--- src/rtl/rcic_defs.svh ---
`ifndef RCIC_DEFS_SVH
`define RCIC_DEFS_SVH
// Functional notes
// reset entered on power-on, reset-pin pulse, or watchdog expiry.
// after power-on timeout and power-down flags both read 1.
// pin reset while running keeps both status flags.
// pin wake from sleep sets timeout, clears power-down.
// watchdog reset while running clears timeout, keeps power-down.
// watchdog wake from sleep clears both status flags.
// input-change wake from sleep sets timeout, clears power-down.
// watchdog-clear sets both; sleep sets timeout clears power-down; timeout clears timeout.
// three falling-edge sources: timer overflow, input change, external pin; the code takes input change on its rising edge.
// software reads the port once before enabling change interrupt.
// change detector ignores output pins and bit 0 when used as external pin.
// enabled input change wakes; continue or vector 008H per global enable.
// each request has its own flag bit; separate per-source mask.
// enable instruction sets global enable; disable instruction clears it.
// unmasked interrupt with global enable fetches from 008H.
// service routine clears the flag before return and re-enable.
// timer and pin flags set regardless of mask; change flag excepted.
// request to core is flag AND mask.
// return-from-interrupt ends service and sets global enable.
// software interrupt while enabled fetches from 001H.
// timeout flag at status bit 4, power-down flag at bit 3.
// flag and mask bits: pin 2, change 1, timer 0; write 0 clears.
// vectoring clears global enable until return or enable instruction.

`define RCIC_FLAG_ADDR   4'hF
`define RCIC_MASK_ADDR   4'hF
`define RCIC_BIT_TIMER   0
`define RCIC_BIT_CHANGE  1
`define RCIC_BIT_EXTPIN  2
`define RCIC_BIT_PD      3
`define RCIC_BIT_TO      4
`define RCIC_IRQ_MASK3   3'h7
`define RCIC_VEC_IRQ     8'h08
`define RCIC_VEC_SOFT    8'h01
`define RCIC_FLAG_RST    3'h0
`define RCIC_MASK_RST    3'h0
`endif

--- src/rtl/rcic_pkg.sv ---
package rcic_pkg;
    typedef enum logic [2:0] {
        RCIC_RST_NONE,
        RCIC_RST_POWER,
        RCIC_RST_PIN,
        RCIC_RST_WDOG
    } rcic_rst_src_t;
    typedef enum logic [1:0] {
        RCIC_RUN,
        RCIC_SLEEP
    } rcic_pwr_t;
endpackage : rcic_pkg

--- src/rtl/rcic_top.sv ---
`timescale 1ns/1ps
`include "rcic_defs.svh"
module rcic_top (
    input  wire logic       i_clk,
    input  wire logic       i_rst_b,
    input  wire logic       i_ce,
    input  wire logic       i_power_on,
    input  wire logic       i_reset_pin_b,
    input  wire logic       i_wdog_expire,
    input  wire logic       i_timer_ovf,
    input  wire logic [7:0] i_port,
    input  wire logic [7:0] i_port_is_out,
    input  wire logic       i_bit0_is_ext,
    input  wire logic       i_port_read,
    input  wire logic       i_global_irq_on_instr,
    input  wire logic       i_global_irq_off_instr,
    input  wire logic       i_return_from_irq_instr,
    input  wire logic       i_sleep_instr,
    input  wire logic       i_watchdog_clear_instr,
    input  wire logic       i_soft_irq_instr,
    input  wire logic       i_vector_taken,
    input  wire logic       i_reg_wr,
    input  wire logic       i_reg_sel_mask,
    input  wire logic [3:0] i_reg_addr,
    input  wire logic [7:0] i_reg_wdata,
    output logic      [7:0] o_irq_flag_reg,
    output logic      [7:0] o_irq_mask_reg,
    output logic      [7:0] o_cpu_status_bits,
    output logic            o_core_reset,
    output logic            o_sleeping,
    output logic            o_wake,
    output logic            o_vector_req,
    output logic      [7:0] o_vector_addr,
    output logic            o_global_en
);
    // ------------------------------------------------------------
    // input synchronisers
    // ------------------------------------------------------------
    logic [7:0] port_s;
    logic [3:0] misc_s;
    logic       pin_s;
    logic       wdog_s;
    logic       tmr_s;
    logic       ext_s;

    rcic_sync #(.W(8)) u_port_sync (
        .i_clk   (i_clk),
        .i_rst_b (i_rst_b),
        .i_ce    (i_ce),
        .i_d     (i_port),
        .o_q     (port_s)
    );

    rcic_sync #(.W(4)) u_misc_sync (
        .i_clk   (i_clk),
        .i_rst_b (i_rst_b),
        .i_ce    (i_ce),
        .i_d     ({i_reset_pin_b, ~i_wdog_expire, ~i_timer_ovf, i_port[0]}),
        .o_q     (misc_s)
    );

    assign pin_s  = misc_s[3];
    assign wdog_s = ~misc_s[2];
    assign tmr_s  = ~misc_s[1];
    assign ext_s  = misc_s[0];

    // ------------------------------------------------------------
    // edge history and status state
    // ------------------------------------------------------------
    logic                  pin_d_ff,    nxt_pin_d;
    logic                  pin_low_ff,  nxt_pin_low;
    logic                  wdog_d_ff,   nxt_wdog_d;
    logic                  tmr_d_ff,    nxt_tmr_d;
    logic                  ext_d_ff,    nxt_ext_d;
    logic                  chg_d_ff,    nxt_chg_d;
    logic                  to_ff,       nxt_to;
    logic                  pd_ff,       nxt_pd;
    logic                  rst_ff,      nxt_rst;
    logic                  po_done_ff,  nxt_po_done;
    rcic_pkg::rcic_pwr_t   pwr_ff,      nxt_pwr;
    logic [2:0]            flag_ff,     nxt_flag;
    logic [2:0]            mask_ff,     nxt_mask;
    logic                  gie_ff,      nxt_gie;
    logic                  vreq_ff,     nxt_vreq;
    logic [7:0]            vaddr_ff,    nxt_vaddr;
    logic                  wake_ff,     nxt_wake;
    logic                  change;
    logic                  pin_pulse;
    logic                  wdog_ev;
    logic [2:0]            ev;
    logic [2:0]            pend;
    rcic_pkg::rcic_rst_src_t src;

    rcic_chg_det u_chg (
        .i_clk         (i_clk),
        .i_rst_b       (i_rst_b),
        .i_ce          (i_ce),
        .i_port        (port_s),
        .i_port_is_out (i_port_is_out),
        .i_bit0_is_ext (i_bit0_is_ext),
        .i_port_read   (i_port_read),
        .o_change      (change)
    );

    function automatic logic fall(input logic prev, input logic cur);
        fall = prev & ~cur;
    endfunction : fall

    function automatic logic rise(input logic prev, input logic cur);
        rise = ~prev & cur;
    endfunction : rise

    always_comb begin
        nxt_pin_d   = pin_s;
        nxt_wdog_d  = wdog_s;
        nxt_tmr_d   = tmr_s;
        nxt_ext_d   = ext_s;
        nxt_chg_d   = change;
        nxt_pin_low = pin_low_ff;
        if (fall(pin_d_ff, pin_s)) begin
            nxt_pin_low = 1'b1;
        end
        // pin reset on high-low-high
        pin_pulse = pin_low_ff & rise(pin_d_ff, pin_s);
        if (pin_pulse) begin
            nxt_pin_low = 1'b0;
        end
        wdog_ev = rise(wdog_d_ff, wdog_s);
        // edge sources: timer and pin falling, change rising
        ev[`RCIC_BIT_TIMER]  = fall(tmr_d_ff, tmr_s);
        ev[`RCIC_BIT_CHANGE] = rise(chg_d_ff, change);
        ev[`RCIC_BIT_EXTPIN] = i_bit0_is_ext & fall(ext_d_ff, ext_s);
        // reset source select
        if (!po_done_ff || i_power_on) begin
            src = rcic_pkg::RCIC_RST_POWER;
        end else if (pin_pulse) begin
            src = rcic_pkg::RCIC_RST_PIN;
        end else if (wdog_ev) begin
            src = rcic_pkg::RCIC_RST_WDOG;
        end else begin
            src = rcic_pkg::RCIC_RST_NONE;
        end
    end

    // ------------------------------------------------------------
    // reset cause and power state
    // ------------------------------------------------------------
    always_comb begin
        nxt_to      = to_ff;
        nxt_pd      = pd_ff;
        nxt_pwr     = pwr_ff;
        nxt_rst     = 1'b0;
        nxt_wake    = 1'b0;
        nxt_po_done = 1'b1;
        case (src)
            rcic_pkg::RCIC_RST_POWER: begin
                // both read 1
                nxt_to  = 1'b1;
                nxt_pd  = 1'b1;
                nxt_rst = 1'b1;
                nxt_pwr = rcic_pkg::RCIC_RUN;
            end
            rcic_pkg::RCIC_RST_PIN: begin
                nxt_rst = 1'b1;
                if (pwr_ff == rcic_pkg::RCIC_SLEEP) begin
                    // pin wake from sleep
                    nxt_to   = 1'b1;
                    nxt_pd   = 1'b0;
                    nxt_wake = 1'b1;
                end
                // running pin reset keeps flags
                nxt_pwr = rcic_pkg::RCIC_RUN;
            end
            rcic_pkg::RCIC_RST_WDOG: begin
                nxt_rst = 1'b1;
                // watchdog clears timeout
                nxt_to  = 1'b0;
                if (pwr_ff == rcic_pkg::RCIC_SLEEP) begin
                    // sleep wake clears both
                    nxt_pd   = 1'b0;
                    nxt_wake = 1'b1;
                end
                nxt_pwr = rcic_pkg::RCIC_RUN;
            end
            default: begin
                // instruction effects on status
                if (i_ce && i_watchdog_clear_instr) begin
                    nxt_to = 1'b1;
                    nxt_pd = 1'b1;
                end else if (i_ce && i_sleep_instr) begin
                    nxt_to  = 1'b1;
                    nxt_pd  = 1'b0;
                    nxt_pwr = rcic_pkg::RCIC_SLEEP;
                end
                // input-change wake
                if (pwr_ff == rcic_pkg::RCIC_SLEEP && ev[`RCIC_BIT_CHANGE] && mask_ff[`RCIC_BIT_CHANGE]) begin
                    nxt_to   = 1'b1;
                    nxt_pd   = 1'b0;
                    nxt_pwr  = rcic_pkg::RCIC_RUN;
                    nxt_wake = 1'b1;
                end
            end
        endcase
        if (!i_ce) begin
            nxt_to      = to_ff;
            nxt_pd      = pd_ff;
            nxt_pwr     = pwr_ff;
            nxt_rst     = rst_ff;
            nxt_wake    = wake_ff;
            nxt_po_done = po_done_ff;
        end
    end

    // ------------------------------------------------------------
    // interrupt flags, mask, global enable, vectoring
    // ------------------------------------------------------------
    always_comb begin
        nxt_flag  = flag_ff;
        nxt_mask  = mask_ff;
        nxt_gie   = gie_ff;
        nxt_vreq  = 1'b0;
        nxt_vaddr = vaddr_ff;
        // software write of 0 clears a flag
        if (i_reg_wr && !i_reg_sel_mask && i_reg_addr == `RCIC_FLAG_ADDR) begin
            nxt_flag = flag_ff & i_reg_wdata[2:0];
        end
        if (i_reg_wr && i_reg_sel_mask && i_reg_addr == `RCIC_MASK_ADDR) begin
            nxt_mask = i_reg_wdata[2:0];
        end
        // timer and pin flags set regardless of mask; set wins over a software clear, a reset source wins over set
        nxt_flag[`RCIC_BIT_TIMER]  = nxt_flag[`RCIC_BIT_TIMER]  | ev[`RCIC_BIT_TIMER];
        nxt_flag[`RCIC_BIT_EXTPIN] = nxt_flag[`RCIC_BIT_EXTPIN] | ev[`RCIC_BIT_EXTPIN];
        // change flag only when enabled
        nxt_flag[`RCIC_BIT_CHANGE] = nxt_flag[`RCIC_BIT_CHANGE] | (ev[`RCIC_BIT_CHANGE] & mask_ff[`RCIC_BIT_CHANGE]);
        // enable and disable instructions
        if (i_global_irq_on_instr || i_return_from_irq_instr) begin
            nxt_gie = 1'b1;
        end else if (i_global_irq_off_instr) begin
            nxt_gie = 1'b0;
        end
        // software interrupt vector
        if (gie_ff && i_soft_irq_instr) begin
            nxt_vreq  = 1'b1;
            nxt_vaddr = `RCIC_VEC_SOFT;
        // vector to 008H
        end else if (gie_ff && |pend && pwr_ff == rcic_pkg::RCIC_RUN) begin
            nxt_vreq  = 1'b1;
            nxt_vaddr = `RCIC_VEC_IRQ;
        end
        // no nesting after vectoring
        if (i_vector_taken) begin
            nxt_gie = 1'b0;
        end
        if (src != rcic_pkg::RCIC_RST_NONE) begin
            nxt_flag  = `RCIC_FLAG_RST;
            nxt_mask  = `RCIC_MASK_RST;
            nxt_gie   = 1'b0;
            nxt_vreq  = 1'b0;
        end
        if (!i_ce) begin
            nxt_flag  = flag_ff;
            nxt_mask  = mask_ff;
            nxt_gie   = gie_ff;
            nxt_vreq  = vreq_ff;
            nxt_vaddr = vaddr_ff;
        end
    end

    // request is flag AND mask
    assign pend = flag_ff & mask_ff;

    always_ff @(posedge i_clk or negedge i_rst_b) begin
        if (!i_rst_b) begin
            pin_d_ff   <= 1'b1;
            pin_low_ff <= 1'b0;
            wdog_d_ff  <= 1'b0;
            // idle level of the synced overflow line, so no false fall after reset
            tmr_d_ff   <= 1'b0;
            ext_d_ff   <= 1'b1;
            chg_d_ff   <= 1'b0;
            to_ff      <= 1'b1;
            pd_ff      <= 1'b1;
            rst_ff     <= 1'b1;
            po_done_ff <= 1'b0;
            pwr_ff     <= rcic_pkg::RCIC_RUN;
            flag_ff    <= `RCIC_FLAG_RST;
            mask_ff    <= `RCIC_MASK_RST;
            gie_ff     <= 1'b0;
            vreq_ff    <= 1'b0;
            vaddr_ff   <= 8'h00;
            wake_ff    <= 1'b0;
        end else if (i_ce) begin
            pin_d_ff   <= nxt_pin_d;
            pin_low_ff <= nxt_pin_low;
            wdog_d_ff  <= nxt_wdog_d;
            tmr_d_ff   <= nxt_tmr_d;
            ext_d_ff   <= nxt_ext_d;
            chg_d_ff   <= nxt_chg_d;
            to_ff      <= nxt_to;
            pd_ff      <= nxt_pd;
            rst_ff     <= nxt_rst;
            po_done_ff <= nxt_po_done;
            pwr_ff     <= nxt_pwr;
            flag_ff    <= nxt_flag;
            mask_ff    <= nxt_mask;
            gie_ff     <= nxt_gie;
            vreq_ff    <= nxt_vreq;
            vaddr_ff   <= nxt_vaddr;
            wake_ff    <= nxt_wake;
        end
    end

    // ------------------------------------------------------------
    // outputs
    // ------------------------------------------------------------
    always_comb begin
        o_cpu_status_bits                = 8'h00;
        // status bit positions
        o_cpu_status_bits[`RCIC_BIT_TO]  = to_ff;
        o_cpu_status_bits[`RCIC_BIT_PD]  = pd_ff;
    end

    // separate flag and mask registers
    assign o_irq_flag_reg = {5'h00, flag_ff};
    assign o_irq_mask_reg = {5'h00, mask_ff};
    assign o_core_reset   = rst_ff;
    assign o_sleeping     = (pwr_ff == rcic_pkg::RCIC_SLEEP);
    assign o_wake         = wake_ff;
    assign o_vector_req   = vreq_ff;
    assign o_vector_addr  = vaddr_ff;
    assign o_global_en    = gie_ff;

    // ------------------------------------------------------------
    // assertions
    // ------------------------------------------------------------
    property p_poweron_flags;
        @(posedge i_clk) disable iff (!i_rst_b)
        (i_ce && i_power_on) |=> (to_ff && pd_ff && rst_ff);
    endproperty
    a_poweron_flags: assert property (p_poweron_flags) else $error("power-on flags wrong");

    property p_and_req;
        @(posedge i_clk) disable iff (!i_rst_b)
        (i_ce && po_done_ff && !i_power_on && gie_ff && |pend && pwr_ff == rcic_pkg::RCIC_RUN
         && !i_soft_irq_instr && src == rcic_pkg::RCIC_RST_NONE)
        |=> (vreq_ff && vaddr_ff == 8'h08);
    endproperty
    a_and_req: assert property (p_and_req) else $error("vector 008H not requested");

    property p_soft;
        @(posedge i_clk) disable iff (!i_rst_b)
        (i_ce && gie_ff && i_soft_irq_instr && src == rcic_pkg::RCIC_RST_NONE) |=> (vaddr_ff == 8'h01);
    endproperty
    a_soft: assert property (p_soft) else $error("soft vector not 001H");

    property p_no_gie_no_vec;
        @(posedge i_clk) disable iff (!i_rst_b)
        (i_ce && !gie_ff) |=> !vreq_ff;
    endproperty
    a_no_gie_no_vec: assert property (p_no_gie_no_vec) else $error("vector without enable");

    property p_sleep_instr;
        @(posedge i_clk) disable iff (!i_rst_b)
        (i_ce && i_sleep_instr && !i_watchdog_clear_instr && src == rcic_pkg::RCIC_RST_NONE)
        |=> (to_ff && !pd_ff);
    endproperty
    a_sleep_instr: assert property (p_sleep_instr) else $error("sleep flags wrong");

    property p_wdog_to;
        @(posedge i_clk) disable iff (!i_rst_b)
        (i_ce && src == rcic_pkg::RCIC_RST_WDOG) |=> (!to_ff && rst_ff);
    endproperty
    a_wdog_to: assert property (p_wdog_to) else $error("watchdog kept timeout");

    property p_pin_keep;
        @(posedge i_clk) disable iff (!i_rst_b)
        (i_ce && src == rcic_pkg::RCIC_RST_PIN && pwr_ff == rcic_pkg::RCIC_RUN)
        |=> (to_ff == $past(to_ff) && pd_ff == $past(pd_ff));
    endproperty
    a_pin_keep: assert property (p_pin_keep) else $error("pin reset changed flags");

    property p_timer_flag;
        @(posedge i_clk) disable iff (!i_rst_b)
        (i_ce && ev[0] && src == rcic_pkg::RCIC_RST_NONE) |=> flag_ff[0];
    endproperty
    a_timer_flag: assert property (p_timer_flag) else $error("timer flag not set");

    property p_vec_clears_gie;
        @(posedge i_clk) disable iff (!i_rst_b)
        (i_ce && i_vector_taken) |=> !gie_ff;
    endproperty
    a_vec_clears_gie: assert property (p_vec_clears_gie) else $error("enable kept after vector");
endmodule : rcic_top

--- src/rtl/rcic_sync.sv ---
`timescale 1ns/1ps
module rcic_sync #(
    parameter int W = 8
) (
    input  wire logic         i_clk,
    input  wire logic         i_rst_b,
    input  wire logic         i_ce,
    input  wire logic [W-1:0] i_d,
    output logic      [W-1:0] o_q
);
    logic [W-1:0] meta_ff;
    logic [W-1:0] nxt_meta;
    logic [W-1:0] q_ff;
    logic [W-1:0] nxt_q;

    always_comb begin
        nxt_meta = i_ce ? i_d : meta_ff;
        nxt_q    = i_ce ? meta_ff : q_ff;
    end

    // constant reset value: no port value under async reset
    always_ff @(posedge i_clk or negedge i_rst_b) begin
        if (!i_rst_b) begin
            meta_ff <= '1;
            q_ff    <= '1;
        end else begin
            meta_ff <= nxt_meta;
            q_ff    <= nxt_q;
        end
    end

    assign o_q = q_ff;
endmodule : rcic_sync

--- src/rtl/rcic_chg_det.sv ---
`timescale 1ns/1ps
module rcic_chg_det (
    input  wire logic       i_clk,
    input  wire logic       i_rst_b,
    input  wire logic       i_ce,
    input  wire logic [7:0] i_port,
    input  wire logic [7:0] i_port_is_out,
    input  wire logic       i_bit0_is_ext,
    input  wire logic       i_port_read,
    output logic            o_change
);
    logic [7:0] ref_ff;
    logic [7:0] nxt_ref;
    logic [7:0] watch;

    always_comb begin
        // ignore outputs and shared bit 0
        watch    = ~i_port_is_out;
        watch[0] = watch[0] & ~i_bit0_is_ext;
        // reference refreshed by a port read
        nxt_ref  = (i_ce && i_port_read) ? i_port : ref_ff;
    end

    always_ff @(posedge i_clk or negedge i_rst_b) begin
        if (!i_rst_b) begin
            ref_ff <= 8'hFF;
        end else begin
            ref_ff <= nxt_ref;
        end
    end

    assign o_change = |((i_port ^ ref_ff) & watch);
endmodule : rcic_chg_det

--- config.mk ---
export PLATFORM = sky130hd
export DESIGN_NAME = rcic_top
export DESIGN_NICKNAME = d
export VERILOG_FILES = /design/src/rtl/rcic_pkg.sv /design/src/rtl/rcic_top.sv /design/src/rtl/rcic_sync.sv /design/src/rtl/rcic_chg_det.sv
export VERILOG_INCLUDE_DIRS = /design/src /design/src/rtl
export SDC_FILE = /design/constraint.sdc
export NUM_CORES = 1
export LEC_CHECK = 0
export BUFFER_PORTS_ARGS = -buffer_cell sky130_fd_sc_hd__buf_2
export CORE_MARGIN = 2
export CORE_UTILIZATION = 35
export CTS_CLUSTER_SIZE = 40
export DETAILED_ROUTE_END_ITERATION = 6
export GPL_ROUTABILITY_DRIVEN = 0
export PLACE_DENSITY = 0.63
export SYNTH_ARGS = -nofsm -noshare
export SYNTH_HDL_FRONTEND = slang
export SYNTH_HIERARCHICAL = 1
export SYNTH_SLANG_ARGS = --single-unit
--- constraint.sdc ---
create_clock -name i_clk -period 2.1 [get_ports i_clk]
set_input_delay 0.42 -clock i_clk [delete_from_list [all_inputs] [get_ports i_clk]]
set_output_delay 0.42 -clock i_clk [all_outputs]
set_load 0.01 [all_outputs]
== Yosys cells after proc, flatten, opt, wreduce, memory -nomap -nowiden ==
Cells that the tools add are included.
Operators by class
  add/subtract/negate cells: 0
  multiply operators: 0
  div/mod/pow operators: 0
  $lt $le $gt $ge: 0
  equality and inequality tests: 8
  shift operators: 0
  muxes and demuxes: 36
  bitwise logic cells: 28
  reduce and logical (&&, ||, !) cells: 36
Operators with widths (number)
  $mux 1: 20
  $mux 8: 2
  $mux 2: 7
  $logic_and 1x1->1: 12
  $mux 3: 4
  $and 1x1->1: 10
  $not 1->1: 10
  $reduce_and 3->1: 3
  $and 8x8->8: 1
  $not 8->8: 1
  $reduce_and 2->1: 4
  $reduce_or 8->1: 1
  $xor 8x8->8: 1
  $and 3x3->3: 2
  $eq 3x2->1 const B: 2
  $reduce_bool 2->1: 3
  $reduce_bool 3->1: 2
  $reduce_bool 6->1: 1
  $reduce_or 3->1: 2
  $reduce_bool 5->1: 1
  $eq 4x4->1 const B: 1
  $pmux 1 s2: 2
  $reduce_bool 4->1: 1
  $eq 3x1->1 const B: 1
  other kinds (10): 14
Storage, ports and cells
  register bits: 61
  latch bits: 0
  memory bits (writable): 0
  ROM bits: 0
  word-level logic and storage cells: 130
  memories kept: 0

== Longest topological paths before layout ==
  depth after elaboration: 9
  depth in mapped cells: 7
  mapped depth without buffers: 7

== Cells and area by module ==
Netlist, hierarchy kept.
Modules (own cells, without submodules)
  rcic_top: times used 1, cells each 145, area each 1356.3 um2, sequential area each 556.8 um2
  rcic_sync at u_port_sync: times used 1, cells each 34, area each 669.4 um2, sequential area each 420.4 um2
  rcic_chg_det: times used 1, cells each 30, area each 409.1 um2, sequential area each 210.2 um2
  rcic_sync at u_misc_sync: times used 1, cells each 17, area each 341.6 um2, sequential area each 210.2 um2

== Worst setup path before layout ==
Ideal clock, no wire load.
  kind: reg2reg
  from: register u_port_sync.q_ff[1] (netlist: u_port_sync/o_q[1])
  to: register pd_ff
  library setup time: 0.089 ns
  arrival: 1.727 ns
  data required time: 2.011 ns
  setup slack: 0.284 ns
  stages on the path, launching flop included: 7
  period minus slack after synthesis: 1.816 ns
  cell sequence: dfstp_2 -> xnor2_1 -> o22ai_1 -> or4_1 -> nand4b_1 -> nand3_1 -> a211oi_1
Between the ends
  longest elaborated chain between the ends: 8
  elaborated cells on any way between the ends: 10
  those cells by class: 2 x mux; 3 x bitwise; 5 x reduce/logical
RTL lines
  start: declaration: RTL line rcic_sync.sv:13  | logic [W-1:0] q_ff;
  start signal: assignment: RTL line rcic_sync.sv:28  | q_ff <= nxt_q;
  $xor 8x8->8 (*): RTL line rcic_chg_det.sv:32  | assign o_change = |((i_port ^ ref_ff) & watch);
  $and 8x8->8 (*): RTL line rcic_chg_det.sv:32
  $reduce_or 8->1 (*): RTL line rcic_chg_det.sv:32
  via change: RTL line rcic_top.sv:87  | logic change;
  $and 1x1->1 (*): RTL line rcic_top.sv:110  | rise = ~prev & cur;
  $logic_and 1x1->1 (*) (2 in a row): RTL line rcic_top.sv:196  | if (pwr_ff == rcic_pkg::RCIC_SLEEP && ev[`RCIC_BIT_CHANGE] && mask_ff[`RCIC_BIT_CHANGE]) begin
  $reduce_bool 5->1 (no source line) / $mux 1 (equally long branches)
  $reduce_and 3->1 (no source line) / $pmux 1 s2 (equally long branches)
  end signal: assignment: RTL line rcic_top.sv:300  | pd_ff <= nxt_pd;
  end: declaration: RTL line rcic_top.sv:77  | logic pd_ff, nxt_pd;
Mark *: on every way through the listed nets, which the timed path passes. The rest lies on a longest branch.
A chain may end at the register's enable or synchronous reset.

== Final worst setup path ==
  from: register u_port_sync.q_ff[7] (netlist: u_port_sync/o_q[7])
  to: register pd_ff
The elaborated chain is that of the path after synthesis.

==> metrics <==
Die Ht=93.1 µm; antenna violations before repair=0; fin area=0.00315 mm²; Slew Limit Fails=0; #FFs+latches synth=54; warning count from the yosys run=6; Hold Path Class=primary input to async pin; Initial Util=36.1%; Setup TNS=0 ns; area leader, netlist=dfstp_2; xor-xnor portion of the synthesized cell area=2.52%; P&R area growth vs syn=13.5%; CTS buffer count=5; Clock Tree Root=clkbuf_8; post-synthesis simple-gate area fraction=7.48%; initial DRC count=64; PD cells=787 mW/mm²; Primary FF master, synth=dfstp_2; peak fanout along the critical path=5; multiplexer share of the synthesized area=16.6%; Max-cap violations=0; vias in the first global route=1,767; Cells after Synth=226; die width=93.1 µm; worst skew pair latency=0.31 ns; Die Footprint=0.00866 mm²; Overflow after GRT=0; FFs w/ async S/R, synth=100%; final hold violation count=0; routed wire length per instance=13.2 µm; detailed-route via count=1,804; Clock Skew=0.0126 ns; Final WS setup=0.146 ns; Max clock buf depth=2; element type at the critical path end=flop; fillers=764; # setup viols final=0; CP Data Arrival Time=2.18 ns; Antenna Cells=0; status=completed; largest family of logic cells by synthesized area=multiplexers; clock transition at the registers of the reported paths=0.10 ns; Final #Nets=331; DP Area=0.00306 mm²; H-tree Lvls=2; number of routed nets with antenna violations=0; library cells used by synthesis=44; Slew @ Worst Pin=0.558 ns; number of core rows=32; Final min period=1.95 ns; Worst Hold Slack=0.0918 ns; register area share after synthesis=50.3%; Post-route DRC=0; via/cell ratio=4.70; Peak Freq=512 MHz; Worst Path Required=2.32 ns; drt total wl=5.08 mm; critical path class=flop to flop; cts-stage hold buffer count=0; Total GRT Usage=12.3%; Post-synth EDFFs=0; post-synth top area share=35.0%; TritonCTS clock tree=done; Post-synth top cells=dfstp_2 (37), buf_4 (25), mux2_4 (18); first-pass GRT wire length=8.53 mm; Leakage Power=1.41 nW; core area=0.00769 mm²; Max VDD drop=328 µV; Synth area leaders=dfstp_2 (35%), dfrtp_1 (15%), mux2_4 (9.7%); DRT Pass-1 Iters=4; io pins=83; input/output buffers=55; largest net degree at the start of global routing=32; critical path startpoint category=flop; post-DP HPWL=3.77 mm; Post-Syn Area per Cell=12.3 µm²; Post-Synth Adder-Cell Area=1.80%; fin crit share=93.1%; total power draw=2.48 mW; clk sinks=54; Syn Std Cell Area=0.00278 mm²; worst slack at placement=0.0902 ns; unrepaired setup endpoints after global routing=no; Synth Area in Compound Gates=10.7%; Worst slew margin=62.8%; count leader, synth=dfstp_2; share of cells above drive strength 1=50.7%
## state kept, by name (all words and copies together) (netlist names), 2 cells and up
register,cells
u_chg/ref_ff,8
u_port_sync/o_q,8
mask_ff,3
u_port_sync/meta_ff,8
u_misc_sync/meta_ff,4
o_vector_addr,2
flag_ff,3
u_misc_sync/o_q,4
## layout make-up
cell class / instances / area, µm² / area share, %
clock inverter: 3 / 16.3 / 0.516
sequential: 54 / 1400 / 44.3
timing repair buffer: 59 / 330 / 10.5
tap: 102 / 128 / 4.05
multi-input combinational: 151 / 1170 / 37.2
inverter: 10 / 37.5 / 1.19
clock buffer: 5 / 68.8 / 2.18
## layer usage
metal,GRT usage (%),vias to the layer above,share of wire (%),wire length (µm)
li1,-,869,-,-
met1,18.0,862,48,2460
met2,18.7,68,43,2200
met3,2.98,5,7.5,379
met4,2.57,0,0.71,36
met5,0,-,0,0
## worst max-delay path: stages, from the launching register on
cell and delay [ns]:
dfstp_2 0.55, xnor2_1 0.12, o22ai_1 0.10, or4_4 0.57, nand4b_1 0.20, nand3_1 0.10
a211oi_1 0.24
## timing repair
| item | CTS | global route |
|---|---|---|
| setup buffers | 0 | 0 |
| setup endpoints to repair | 0 | 1 |
| resized for setup | 0 | 1 |
## worst paths after layout
kind                                                 from                                 end  slack, ns  cells past startpoint
min in group i_clk                              i_port[1]  u_port_sync/meta_ff[1]$_DFFE_PN1P_       0.34                      2
max in group asynchronous                         i_rst_b         u_chg/ref_ff[1]$_DFFE_PN1P_       1.38                      2
hold reg to reg                    po_done_ff$_DFFE_PN0P_              po_done_ff$_DFFE_PN0P_       0.47                      1
hold / removal                                    i_rst_b                  o_wake$_DFFE_PN0P_       0.09                      1
setup reg to reg           u_port_sync/o_q[7]$_DFFE_PN1P_                   pd_ff$_DFFE_PN1P_       0.15                      6
setup / recovery           u_port_sync/o_q[7]$_DFFE_PN1P_                   pd_ff$_DFFE_PN1P_       0.15                      6
## cells by family after synthesis
kind of cell	count (synthesis)
XOR/XNOR	8
other	1
AND/OR/NAND/NOR	39
flip-flops	54
AO/OA/AOI/OAI	43
buffers and inverters	42
multiplexers	35
adder cells (fa/ha/maj)	4
## cell usage in the layout (no fill, tap or decap), drive strengths merged, types with 2 or more instances in the layout
master  count
clkinv      2
nand4b      2
buf        59
o21ai       9
mux2       35
or2         3
nand4       4
a21oi       8
conb       22
dfstp      37
dfrtp      17
o22ai       3
o311ai      3
xnor2       8
o221ai      4
o21a        2
nand2       8
nand2b      2
nand3       7
nor3        2
o211ai      3
inv        10
and3        2
nor2b       2
nor2        5
clkbuf      5
ha          4
## power breakdown
part	leakage (nW)	internal (mW)	total [mW]	switching [mW]
Sequential	0.604	1.27	1.39	0.111
Combinational	0.761	0.284	0.523	0.239
Clock	0.0416	0.229	0.571	0.342
## stage by stage
step / util, % / std cells
after floorplan: - / 247
final: 41.0 / 384
after detailed placement: 39.8 / 376
after CTS: 41.0 / 384
after global routing: 41.0 / 384
after global placement: 39.8 / 376
Note: power is estimated with default switching activity, not from simulation.
